===== config.mk =====
export PLATFORM = sky130hd
export DESIGN_NAME = spoa_device_flat
export DESIGN_NICKNAME = d
export VERILOG_FILES = /design/src/rtl/spoa_pkg.sv /design/src/rtl/spoa_link_if.sv /design/src/rtl/spoa_device.sv /design/src/flat_wrapper.sv
export SDC_FILE = /design/constraint.sdc
export NUM_CORES = 1
export LEC_CHECK = 0
export BUFFER_PORTS_ARGS = -buffer_cell sky130_fd_sc_hd__buf_2
export CAP_MARGIN = 20
export CORE_MARGIN = 10
export CORE_UTILIZATION = 54
export CTS_BUF_LIST = sky130_fd_sc_hd__clkbuf_4 sky130_fd_sc_hd__clkbuf_8
export DETAILED_ROUTE_END_ITERATION = 7
export PLACE_DENSITY = 0.92
export SLEW_MARGIN = 20
export SYNTH_ARGS = -nofsm -noshare
export SYNTH_HDL_FRONTEND = slang
export SYNTH_SLANG_ARGS = --single-unit

===== constraint.sdc =====
create_clock -name core_clk_in -period 2.6 [get_ports core_clk_in]
set_input_delay 0.52 -clock core_clk_in [delete_from_list [all_inputs] [get_ports core_clk_in]]
set_output_delay 0.52 -clock core_clk_in [all_outputs]
set_load 0.01 [all_outputs]

===== src/rtl/spoa_pkg.sv =====
/*
 * Shared constants for the sector protection overlay link: geometry,
 * transaction codes, status word layout, reset values and link timing.
 * Assumes both link ends and the bench import it unchanged.
 */
package spoa_pkg;

   // Geometry: 16 sectors of 16 words, word address = {sector, word}
   localparam int ADDR_W      = 8;
   localparam int SECT_W      = 4;
   localparam int NUM_SECT    = 16;
   localparam int WDATA_W     = 8;
   localparam int RDATA_W     = 16;
   localparam int SECT_LSB    = 4;

   // Transaction codes carried on the write data lines
   localparam logic [7:0] KEY1_CODE      = 8'hAA;
   localparam logic [7:0] KEY2_CODE      = 8'h55;
   localparam logic [7:0] LOCK_ENT_CODE  = 8'h58;
   localparam logic [7:0] DYN_ENT_CODE   = 8'hE0;
   localparam logic [7:0] PERS_ENT_CODE  = 8'hC0;
   localparam logic [7:0] EXIT_CODE      = 8'hF0;
   localparam logic [7:0] STATUS_CODE    = 8'h60;
   localparam logic [7:0] PROG_CODE      = 8'hA0;
   localparam logic [7:0] GUARD_SET_DATA = 8'h00;
   localparam logic [7:0] GUARD_CLR_DATA = 8'h01;
   localparam logic [7:0] LOCK_CLR_DATA  = 8'h00;

   // Sector status word bit positions
   localparam int ST_ANY_BIT  = 0;
   localparam int ST_DYN_BIT  = 1;
   localparam int ST_PERS_BIT = 2;
   localparam int ST_HI_LSB   = 3;
   localparam int ST_HI_MSB   = 15;
   localparam int OVL_BIT     = 0;

   // Reset values
   localparam logic [NUM_SECT-1:0] DYN_RESET  = 16'h0000;
   localparam logic                LOCK_RESET = 1'b1;
   localparam logic [15:0]         RDATA_RESET = 16'hFFFF;

   // Link timing: link clock half period in core clocks (40 MHz core)
   localparam int CORE_PERIOD_NS = 25;
   localparam int LINK_HALF_NS   = 200;
   localparam int LINK_HALF_CYC  = LINK_HALF_NS / CORE_PERIOD_NS;
   localparam int DIV_W          = 4;

   // Device overlay modes, command sequence stages and host cycle states
   typedef enum logic [1:0] {MODE_ARRAY, MODE_LOCK, MODE_DYN, MODE_PERS} spoa_mode_e;
   typedef enum logic [2:0] {SQ_IDLE, SQ_KEY1, SQ_KEY2, SQ_PROG, SQ_STATUS} spoa_seq_e;
   typedef enum logic [1:0] {H_IDLE, H_WAIT_LOW, H_DRIVE} spoa_hstate_e;

endpackage : spoa_pkg


===== src/rtl/spoa_link_if.sv =====
/*
 * Link between the host controller end and the device end.
 * Assumes the host makes the link clock; all lines are plain one-way wires.
 */
`timescale 1ns/1ps
interface spoa_link_if;
   import spoa_pkg::*;

   logic                link_clk;
   logic                cyc_valid;
   logic                cyc_write;
   logic [ADDR_W-1:0]   cyc_addr;
   logic [WDATA_W-1:0]  cyc_wdata;
   logic [RDATA_W-1:0]  cyc_rdata;

   // Host drives the cycle, device answers on read data
   modport host_mp (output link_clk, output cyc_valid, output cyc_write,
                    output cyc_addr, output cyc_wdata, input cyc_rdata);
   modport dev_mp  (input link_clk, input cyc_valid, input cyc_write,
                    input cyc_addr, input cyc_wdata, output cyc_rdata);
endinterface : spoa_link_if


===== src/rtl/spoa_device.sv =====
/*
 * Device end of the sector protection overlay link: decodes bus cycles
 * into overlay entry, exit, guard bit set and clear, lock clear, reads and
 * the sector status query, and holds the volatile guard bits.
 * Assumes the host owns the link clock and keeps cycle fields stable for a
 * full link clock period around each rising edge.
 */
`timescale 1ns/1ps
module spoa_device
   import spoa_pkg::*;
(
   input  wire logic                          core_clk_in,
   input  wire logic                          nrst_in,
   spoa_link_if.dev_mp                        link,
   input  wire logic [spoa_pkg::NUM_SECT-1:0] pers_guard_in,
   input  wire logic [spoa_pkg::RDATA_W-1:0]  array_rdata_in,
   output logic      [spoa_pkg::ADDR_W-1:0]   array_addr_out,
   output logic                               global_guard_lock_bit_out,
   output logic      [spoa_pkg::NUM_SECT-1:0] volatile_sector_guard_bit_out,
   output logic      [1:0]                    mode_out
);
   import spoa_pkg::*;

   localparam int BUS_W = 3 + ADDR_W + WDATA_W;

   logic [BUS_W-1:0]     sync1_reg;
   logic [BUS_W-1:0]     sync2_reg;
   logic                 clk_last_reg;
   logic                 edge_valid;
   logic                 cyc_write;
   logic [ADDR_W-1:0]    cyc_addr;
   logic [WDATA_W-1:0]   cyc_wdata;
   logic [SECT_W-1:0]    cyc_sect;
   logic                 wr_cyc;
   logic                 rd_cyc;
   spoa_mode_e           mode_reg;
   spoa_seq_e            seq_reg;
   logic [NUM_SECT-1:0]  dyn_reg;
   logic                 lock_reg;
   logic                 fetch_reg;
   logic [RDATA_W-1:0]   rdata_reg;
   logic [RDATA_W-1:0]   status_word;
   logic                 set_hit;
   logic                 clr_hit;

   // Two flops on every link line; only the second stage feeds logic
   always_ff @(posedge core_clk_in or negedge nrst_in)
   begin
      if (!nrst_in)
      begin
         sync1_reg <= '0;
         sync2_reg <= '0;
      end
      else
      begin
         sync1_reg <= {link.link_clk, link.cyc_valid, link.cyc_write,
                       link.cyc_addr, link.cyc_wdata};
         sync2_reg <= sync1_reg;
      end
   end

   // Rising link clock edge detector
   always_ff @(posedge core_clk_in or negedge nrst_in)
   begin
      if (!nrst_in)
         clk_last_reg <= 1'b0;
      else
         clk_last_reg <= sync2_reg[BUS_W-1];
   end

   // Fields are stable a whole period, so sampling after sync is safe
   assign edge_valid = sync2_reg[BUS_W-1] & ~clk_last_reg & sync2_reg[BUS_W-2];
   assign cyc_write  = sync2_reg[BUS_W-3];
   assign cyc_addr   = sync2_reg[WDATA_W +: ADDR_W];
   assign cyc_wdata  = sync2_reg[WDATA_W-1:0];
   assign cyc_sect   = cyc_addr[SECT_LSB +: SECT_W];
   assign wr_cyc     = edge_valid & cyc_write;
   assign rd_cyc     = edge_valid & ~cyc_write;

   // Guard bit program decode for the addressed sector
   assign set_hit = wr_cyc && seq_reg == SQ_PROG && mode_reg == MODE_DYN
                    && cyc_wdata == GUARD_SET_DATA;
   assign clr_hit = wr_cyc && seq_reg == SQ_PROG && mode_reg == MODE_DYN
                    && cyc_wdata == GUARD_CLR_DATA;

   // Status word of the addressed sector; stored 1 means protected
   always_comb
   begin
      status_word                        = RDATA_RESET;
      status_word[ST_DYN_BIT]            = ~dyn_reg[cyc_sect];
      status_word[ST_PERS_BIT]           = ~pers_guard_in[cyc_sect];
      // Either source alone is enough to report the sector protected
      status_word[ST_ANY_BIT]            = ~(dyn_reg[cyc_sect]
                                             | pers_guard_in[cyc_sect]);
   end

   // Command sequencer: unlock keys, program prefix, status prefix
   always_ff @(posedge core_clk_in or negedge nrst_in)
   begin
      if (!nrst_in)
         seq_reg <= SQ_IDLE;
      else if (rd_cyc)
         seq_reg <= SQ_IDLE;
      else if (wr_cyc)
      begin
         case (seq_reg)
            SQ_IDLE:
            begin
               if (cyc_wdata == KEY1_CODE)
                  seq_reg <= SQ_KEY1;
               else if (cyc_wdata == STATUS_CODE)
                  seq_reg <= SQ_STATUS;
               else if (cyc_wdata == PROG_CODE && mode_reg != MODE_ARRAY)
                  seq_reg <= SQ_PROG;
               else
                  seq_reg <= SQ_IDLE;
            end
            SQ_KEY1:
               seq_reg <= (cyc_wdata == KEY2_CODE) ? SQ_KEY2 : SQ_IDLE;
            default:
               seq_reg <= SQ_IDLE;
         endcase
      end
   end

   // Overlay mode; entry address is never looked at
   always_ff @(posedge core_clk_in or negedge nrst_in)
   begin
      if (!nrst_in)
         mode_reg <= MODE_ARRAY;
      else if (wr_cyc && seq_reg == SQ_IDLE && cyc_wdata == EXIT_CODE)
         mode_reg <= MODE_ARRAY;
      else if (wr_cyc && seq_reg == SQ_KEY2)
      begin
         case (cyc_wdata)
            LOCK_ENT_CODE: mode_reg <= MODE_LOCK;
            DYN_ENT_CODE:  mode_reg <= MODE_DYN;
            PERS_ENT_CODE: mode_reg <= MODE_PERS;
            default:       mode_reg <= mode_reg;
         endcase
      end
   end

   // Volatile lock: only a clear exists, reset re-arms it
   always_ff @(posedge core_clk_in or negedge nrst_in)
   begin
      if (!nrst_in)
         lock_reg <= LOCK_RESET;
      else if (wr_cyc && seq_reg == SQ_PROG && mode_reg == MODE_LOCK
               && cyc_wdata == LOCK_CLR_DATA)
         lock_reg <= 1'b0;
   end

   // Per-sector volatile guard bits
   genvar gi;
   generate
      for (gi = 0; gi < NUM_SECT; gi++)
      begin : g_dyn
         always_ff @(posedge core_clk_in or negedge nrst_in)
         begin
            if (!nrst_in)
               dyn_reg[gi] <= DYN_RESET[gi];
            else if (set_hit && cyc_sect == SECT_W'(gi))
               dyn_reg[gi] <= 1'b1;
            else if (clr_hit && cyc_sect == SECT_W'(gi))
               dyn_reg[gi] <= 1'b0;
         end
      end
   endgenerate

   // Array address for the outside store; data returns one cycle later
   always_ff @(posedge core_clk_in or negedge nrst_in)
   begin
      if (!nrst_in)
      begin
         array_addr_out <= '0;
         fetch_reg      <= 1'b0;
      end
      else
      begin
         fetch_reg <= rd_cyc && mode_reg == MODE_ARRAY && seq_reg != SQ_STATUS;
         if (edge_valid)
            array_addr_out <= cyc_addr;
      end
   end

   // Read data: status, overlay bit in bit 0 with ones above, or array
   always_ff @(posedge core_clk_in or negedge nrst_in)
   begin
      if (!nrst_in)
         rdata_reg <= RDATA_RESET;
      else if (fetch_reg)
         rdata_reg <= array_rdata_in;
      else if (rd_cyc)
      begin
         if (seq_reg == SQ_STATUS)
            rdata_reg <= status_word;
         else
         begin
            case (mode_reg)
               MODE_LOCK:
                  rdata_reg <= {RDATA_RESET[RDATA_W-1:1], lock_reg};
               MODE_DYN:
                  rdata_reg <= {RDATA_RESET[RDATA_W-1:1],
                                ~dyn_reg[cyc_sect]};
               MODE_PERS:
                  rdata_reg <= {RDATA_RESET[RDATA_W-1:1],
                                ~pers_guard_in[cyc_sect]};
               default:
                  rdata_reg <= rdata_reg;
            endcase
         end
      end
   end

   assign link.cyc_rdata                = rdata_reg;
   assign global_guard_lock_bit_out     = lock_reg;
   assign volatile_sector_guard_bit_out = dyn_reg;
   assign mode_out                      = mode_reg;

endmodule : spoa_device


===== src/flat_wrapper.sv =====
// flat-port wrapper written by rule: the top's interface ports become plain ports
module spoa_device_flat import spoa_pkg::*;
  (core_clk_in, nrst_in, pers_guard_in, array_rdata_in, array_addr_out, global_guard_lock_bit_out, volatile_sector_guard_bit_out, mode_out, link_link_clk, link_cyc_valid, link_cyc_write, link_cyc_addr, link_cyc_wdata, link_cyc_rdata);
  spoa_link_if link_i ();
  input  wire logic core_clk_in;
  input  wire logic nrst_in;
  input  wire logic [spoa_pkg::NUM_SECT-1:0] pers_guard_in;
  input  wire logic [spoa_pkg::RDATA_W-1:0] array_rdata_in;
  output logic      [spoa_pkg::ADDR_W-1:0] array_addr_out;
  output logic global_guard_lock_bit_out;
  output logic      [spoa_pkg::NUM_SECT-1:0] volatile_sector_guard_bit_out;
  output logic      [1:0] mode_out;
  input wire logic [$bits(link_i.link_clk)-1:0] link_link_clk;
  input wire logic [$bits(link_i.cyc_valid)-1:0] link_cyc_valid;
  input wire logic [$bits(link_i.cyc_write)-1:0] link_cyc_write;
  input wire logic [$bits(link_i.cyc_addr)-1:0] link_cyc_addr;
  input wire logic [$bits(link_i.cyc_wdata)-1:0] link_cyc_wdata;
  output wire logic [$bits(link_i.cyc_rdata)-1:0] link_cyc_rdata;
  assign link_i.link_clk = link_link_clk;
  assign link_i.cyc_valid = link_cyc_valid;
  assign link_i.cyc_write = link_cyc_write;
  assign link_i.cyc_addr = link_cyc_addr;
  assign link_i.cyc_wdata = link_cyc_wdata;
  assign link_cyc_rdata = link_i.cyc_rdata;
  spoa_device u_core (.core_clk_in(core_clk_in), .nrst_in(nrst_in), .link(link_i), .pers_guard_in(pers_guard_in), .array_rdata_in(array_rdata_in), .array_addr_out(array_addr_out), .global_guard_lock_bit_out(global_guard_lock_bit_out), .volatile_sector_guard_bit_out(volatile_sector_guard_bit_out), .mode_out(mode_out));
endmodule

=== Word level (Yosys, flattened, before mapping) ===
Index checks and enable logic that the tools add are counted.

* Register bits after elaboration: 86
* Bits of input ports: 53
* Output and inout bits: 43
* Logic and storage cells: 190

* $lt $le $gt $ge: 1
* Equality and inequality tests: 32
* Mux-type cells: 50
* Bitwise gates (word level): 10
* Reduce and logical (&&, ||, !) cells: 72

{| class="wikitable"
|+ Operators with widths
! cell !! number
|-
| $mux 16 || 3
|-
| $pmux 16 s3 || 1
|-
| $logic_and 1x1->1 || 44
|-
| $eq 8x8->1 const B || 5
|-
| $reduce_bool 2->1 || 20
|-
| $mux 1 || 34
|-
| $eq 4x4->1 const B || 8
|-
| $eq 8x7->1 const B || 3
|-
| $eq 4x3->1 const B || 4
|-
| $mux 3 || 4
|-
| $bmux 1 s4 || 2
|-
| $eq 4x2->1 const B || 2
|-
| $eq 8x1->1 const B || 1
|-
| $logic_not 8->1 || 1
|-
| $mux 2 || 4
|-
| $eq 3x2->1 const B || 2
|-
| $pmux 2 s3 || 1
|-
| $pmux 3 s2 || 1
|-
| $lt 4x5->1 const B || 1
|-
| $not 1->1 || 5
|-
| $reduce_bool 5->1 || 1
|-
| $and 1x1->1 || 4
|-
| $eq 2x2->1 const B || 2
|-
| $eq 4x1->1 const B || 1
|-
| 10 further kinds || 11
|}

=== Logic depth before layout (Yosys ltp) ===
* Depth in word-level cells: 10
* Depth in mapped cells: 8
* Mapped depth without buffers: 6

=== Worst setup path after synthesis ===
No wires, ideal clock.

* Kind: register -> register
* Start: reg u_core.mode_reg[0], in the netlist u_core.mode_out[0]
* End: reg u_core.dyn_reg[15], in the netlist u_core.volatile_sector_guard_bit_out[15]
* Library setup time: 0.125 ns
* Arrival time: 1.919 ns
* Data required time: 2.475 ns
* Slack: 0.556 ns
* Cell stages (with the launch flop): 7
* Path buffers: 0
* Period minus slack after synthesis: 2.044 ns
* Path through: dfrtp_1 > or4b_1 > or4_4 > nor2_4 > nand3_2 > o21ai_0 > o21ai_1

* Longest elaborated chain between the ends: 5
* Elaborated cells on any way between the ends: 8
* Those cells by class: eq/ne (1); mux (1); reduce/logical (6)

{| class="wikitable"
|+ RTL lines
! item !! RTL line !! text
|-
| start: declaration || spoa_device.sv:36 || <nowiki>spoa_mode_e mode_reg;</nowiki>
|-
| start signal: assignment || spoa_device.sv:139 || <nowiki>default: mode_reg <= mode_reg;</nowiki>
|-
| $eq 2x2->1 * || spoa_device.sv:81, spoa_device.sv:83 ||
|-
| $logic_and 1x1->1 * || spoa_device.sv:81, spoa_device.sv:83 ||
|-
| $logic_and 1x1->1 (on tied branches) || spoa_device.sv:82, spoa_device.sv:84 ||
|-
| $logic_and 1x1->1 (on tied branches) || spoa_device.sv:163, spoa_device.sv:165 ||
|-
| $mux 1 / $reduce_bool 2->1 (equally long branches) || n/a ||
|-
| end signal: indexed assignment || spoa_device.sv:162 || <nowiki>dyn_reg[gi] <= DYN_RESET[gi];</nowiki>
|-
| end: declaration || spoa_device.sv:38 || <nowiki>logic [NUM_SECT-1:0] dyn_reg;</nowiki>
|}

Every way passes the cells marked *; elsewhere a longest branch is shown, timed or not.
A chain may end at the register's enable or synchronous reset.

=== Final worst setup path ===
* Start: reg u_core.sync2_reg[3]
* End: reg u_core.dyn_reg[3], in the netlist u_core.volatile_sector_guard_bit_out[3]

* Longest elaborated chain between the ends: 4
* Elaborated cells on any way between the ends: 8
* Those cells by class: eq/ne (1); mux (1); reduce/logical (6)

{| class="wikitable"
|+ RTL lines
! item !! RTL line !! text
|-
| start: declaration || spoa_device.sv:27 || <nowiki>logic [BUS_W-1:0] sync2_reg;</nowiki>
|-
| start signal: assignment || spoa_device.sv:58 || <nowiki>sync2_reg <= sync1_reg;</nowiki>
|-
| $eq 8x1->1 / $logic_not 8->1 (equally long branches) || spoa_device.sv:84, spoa_device.sv:82 ||
|-
| $logic_and 1x1->1 (on tied branches) || spoa_device.sv:84, spoa_device.sv:82 ||
|-
| $logic_and 1x1->1 (on tied branches) || spoa_device.sv:165, spoa_device.sv:163 ||
|-
| $reduce_bool 2->1 (no source line) / $mux 1 (equally long branches) || n/a ||
|}

Several ways; a longest one is shown, not always the timed one.

==> results.yml <==
status:
  run_status: "finished, final reports clean"
timing:
  period_share: 0.891
  maxSlewViolCount: 0
  fin_ws_ns: 0.284
  rsz0062_at_grt: "no"
  worstMarginPinSlew_ns: 0.853
  relSlewSlack: 0.431
  setup_tns_ns: 0
  period_needed_ns: 2.32
  fin_skew_ns: 0.00892
  hold_viol: 0
  fmaxAchievable_mhz: 432
  holdWs_ns: 0.277
  setup_viol: 0
critical_path:
  worstPathMaxFanout: 6
  required_ns: 2.82
  worstPathBufferInverterCount: 0
  reg2reg_depth: 6
  rr_endpoint: "u_core.volatile_sector_guard_bit_out[3]"
  r2r-start: "u_core.sync2_reg[3]"
  path_cells: "or4b_1 -> or4_4 -> nor2_4 -> nand2_1 -> o21ai_0 -> o21ai_1"
  critical-path-top-delay-family: "simple AND/OR/NAND/NOR gates"
  cp.arrival_ns: 2.53
  r2r_setup_slack_ns: 0.28
  crit_type: "register to register"
  startpoint_type: "register"
  max_stage_delay_ns: 0.58
  slowest_stage: "or4_4"
  critical_path.endpoint_type: "register"
layout:
  final_cells: 440
  area_growth_pct: 21.7
  stdcell_area_mm2: 0.00414
  drive_above_1_share: 0.419
  nNetsFinal: 413
  antenna_cells: 0
  post-route-util: 0.686
  fillers: 452
synth:
  ys_ff_latch: 86
  synth_compound_area_frac: 0.122
  netlist.area_leader.share: 0.508
  synth_common_cells: "69 x dfrtp_1, 19 x nand2_1, 17 x dfstp_2, 17 x o21ai_0, 17 x o21ai_1"
  synthXorXnorAreaFrac: 0
  yosys-top-cells-area: "dfrtp_1 51%, dfstp_2 13%, o22a_1 3.4%"
  ys_warn_count: 0
  avgSynthCellArea_um2: 13.0
  syn_nets: 314
  yosysSeqAreaShare: 0.640
  synth_fa_ha_area_frac: 0
  synthSimpleGateAreaFrac: 0.135
  syn_inst: 261
  synthArstFlopShare: 1.00
  synth_edf_count: 0
  syn_area_mm2: 0.00340
  ys.flop_type: "dfrtp_1"
  synth.area.mux_share: 0.0766
  yosysMostFrequentCell: "dfrtp_1"
  yosysUniqueCellTypes: 50
  synth_area_leader_cell: "dfrtp_1"
  synth_top_family_by_area: "simple AND/OR/NAND/NOR gates"
clock_tree:
  cts_buffer_depth: 2
  numCtsBuffers: 9
  clkLatencyLatePin_ns: 0.34
  h-tree-depth: 3
  post_cts_buffers: 0
  root_buffer: "clkbuf_8"
  cts_tree: "built"
  clock_sinks: 86
  cts.repair.resized: 0
  cts_hold_buf: 0
  path_clk_slew_ns: 0.08
place:
  gp_congestion: 0.932
  place_ws_ns: 0.364
  dpl_cell_area_mm2: 0.00391
  io_buffers: 95
  dp_cells: 424
  hpwl_um: 5620
floorplanning:
  die_area_mm2: 0.00987
  io_pins: 96
  num_rows: 28
  core-area_mm2: 0.00603
  die_w_um: 99.3
  start_util: 0.564
  die_y_um: 99.3
global_route:
  grt_pass1_vias: 2606
  grt_overflow_total: 0
  grt_use_total: 0.156
  grt_max_degree: 74
  grt_first_pass_wirelength_um: 12600
  antenna_found_initial: 0
power:
  power_density_mw_per_mm2: 697
  p_leak_nw: 1.90
  irDropWorstVdd_v: 0.000431
  total_power_mw: 2.88
detailed_routing:
  wl_per_cell_um: 17.2
  ant_nets: 0
  firstDrtPassIters: 5
  routed_wl_um: 7580
  first_iter_violations: 92
  drc: 0
  routed_via_density: 5.65
  vias: 2488
flow_run:
  maxCapViolations: 0
hold_path:
  hold_class: "primary input to asynchronous set/reset pin"
-- layout by cell type (no fill, tap or decap), types with 2 or more instances in the layout --
cell        count
nor4_1          4
mux2i_1         8
bufinv_16       2
inv_1           3
nor3_1          2
nand3_1         6
clkinv_2        2
clkinvlp_4      2
nor4b_1         3
o21ai_1        17
a21o_1          2
a21oi_1         6
buf_2          94
a22oi_1         2
o22ai_1         3
nand2_1        19
o22a_1         13
nor2b_1         4
nand2b_1        3
buf_4           4
o21ai_0        17
dfstp_2        17
nand4_1         2
nand3_2         2
mux4_2          4
dfrtp_1        69
nand3b_1        6
clkbuf_8       10
nor2_1          9
mux2_2          8
-- cell type report --
type	instances	area (um^2)	share of cell area
flip-flops and latches	86	2170	0.525
inverters	4	15.0	0.00363
repair buffers	98	500	0.121
clock inverters	6	85.1	0.0206
clock buffers	10	138	0.0333
multi-input cells	161	1130	0.273
well taps	75	93.8	0.0227
-- worst max path at each step --
stage	cells after the start	slack [ns]	from	endpoint
floorplan	6	0.56	u_core.mode_out[0]	u_core.volatile_sector_guard_bit_out[15]
global placement	6	0.48	u_core.sync2_reg[3]	u_core.volatile_sector_guard_bit_out[15]
detailed placement	6	0.36	u_core.sync2_reg[3]	u_core.volatile_sector_guard_bit_out[12]
CTS	6	0.30	u_core.sync2_reg[3]	u_core.volatile_sector_guard_bit_out[3]
global route	6	0.12	u_core.sync2_reg[3]	u_core.volatile_sector_guard_bit_out[3]
finish	6	0.28	u_core.sync2_reg[3]	u_core.volatile_sector_guard_bit_out[3]
-- where the power goes --
group	switching, mW	internal (mW)	leakage, nW
Sequential	0.0669	1.48	1.04
Clock	0.451	0.563	0.108
Combinational	0.161	0.161	0.753
-- cell families after synthesis --
group | after synthesis
multiplexers | 20
AO/OA/AOI/OAI | 66
flip-flops | 86
buffers and inverters | 14
AND/OR/NAND/NOR | 75
-- metal layers --
layer,wire length (um),GRT usage,up-vias
li1,-,-,1158
met1,2960,0.182,1181
met2,3640,0.250,128
met3,727,0.0567,21
met4,242,0.0750,0
met5,0,0,-
No activity file was read; power rests on OpenSTA's default activity.
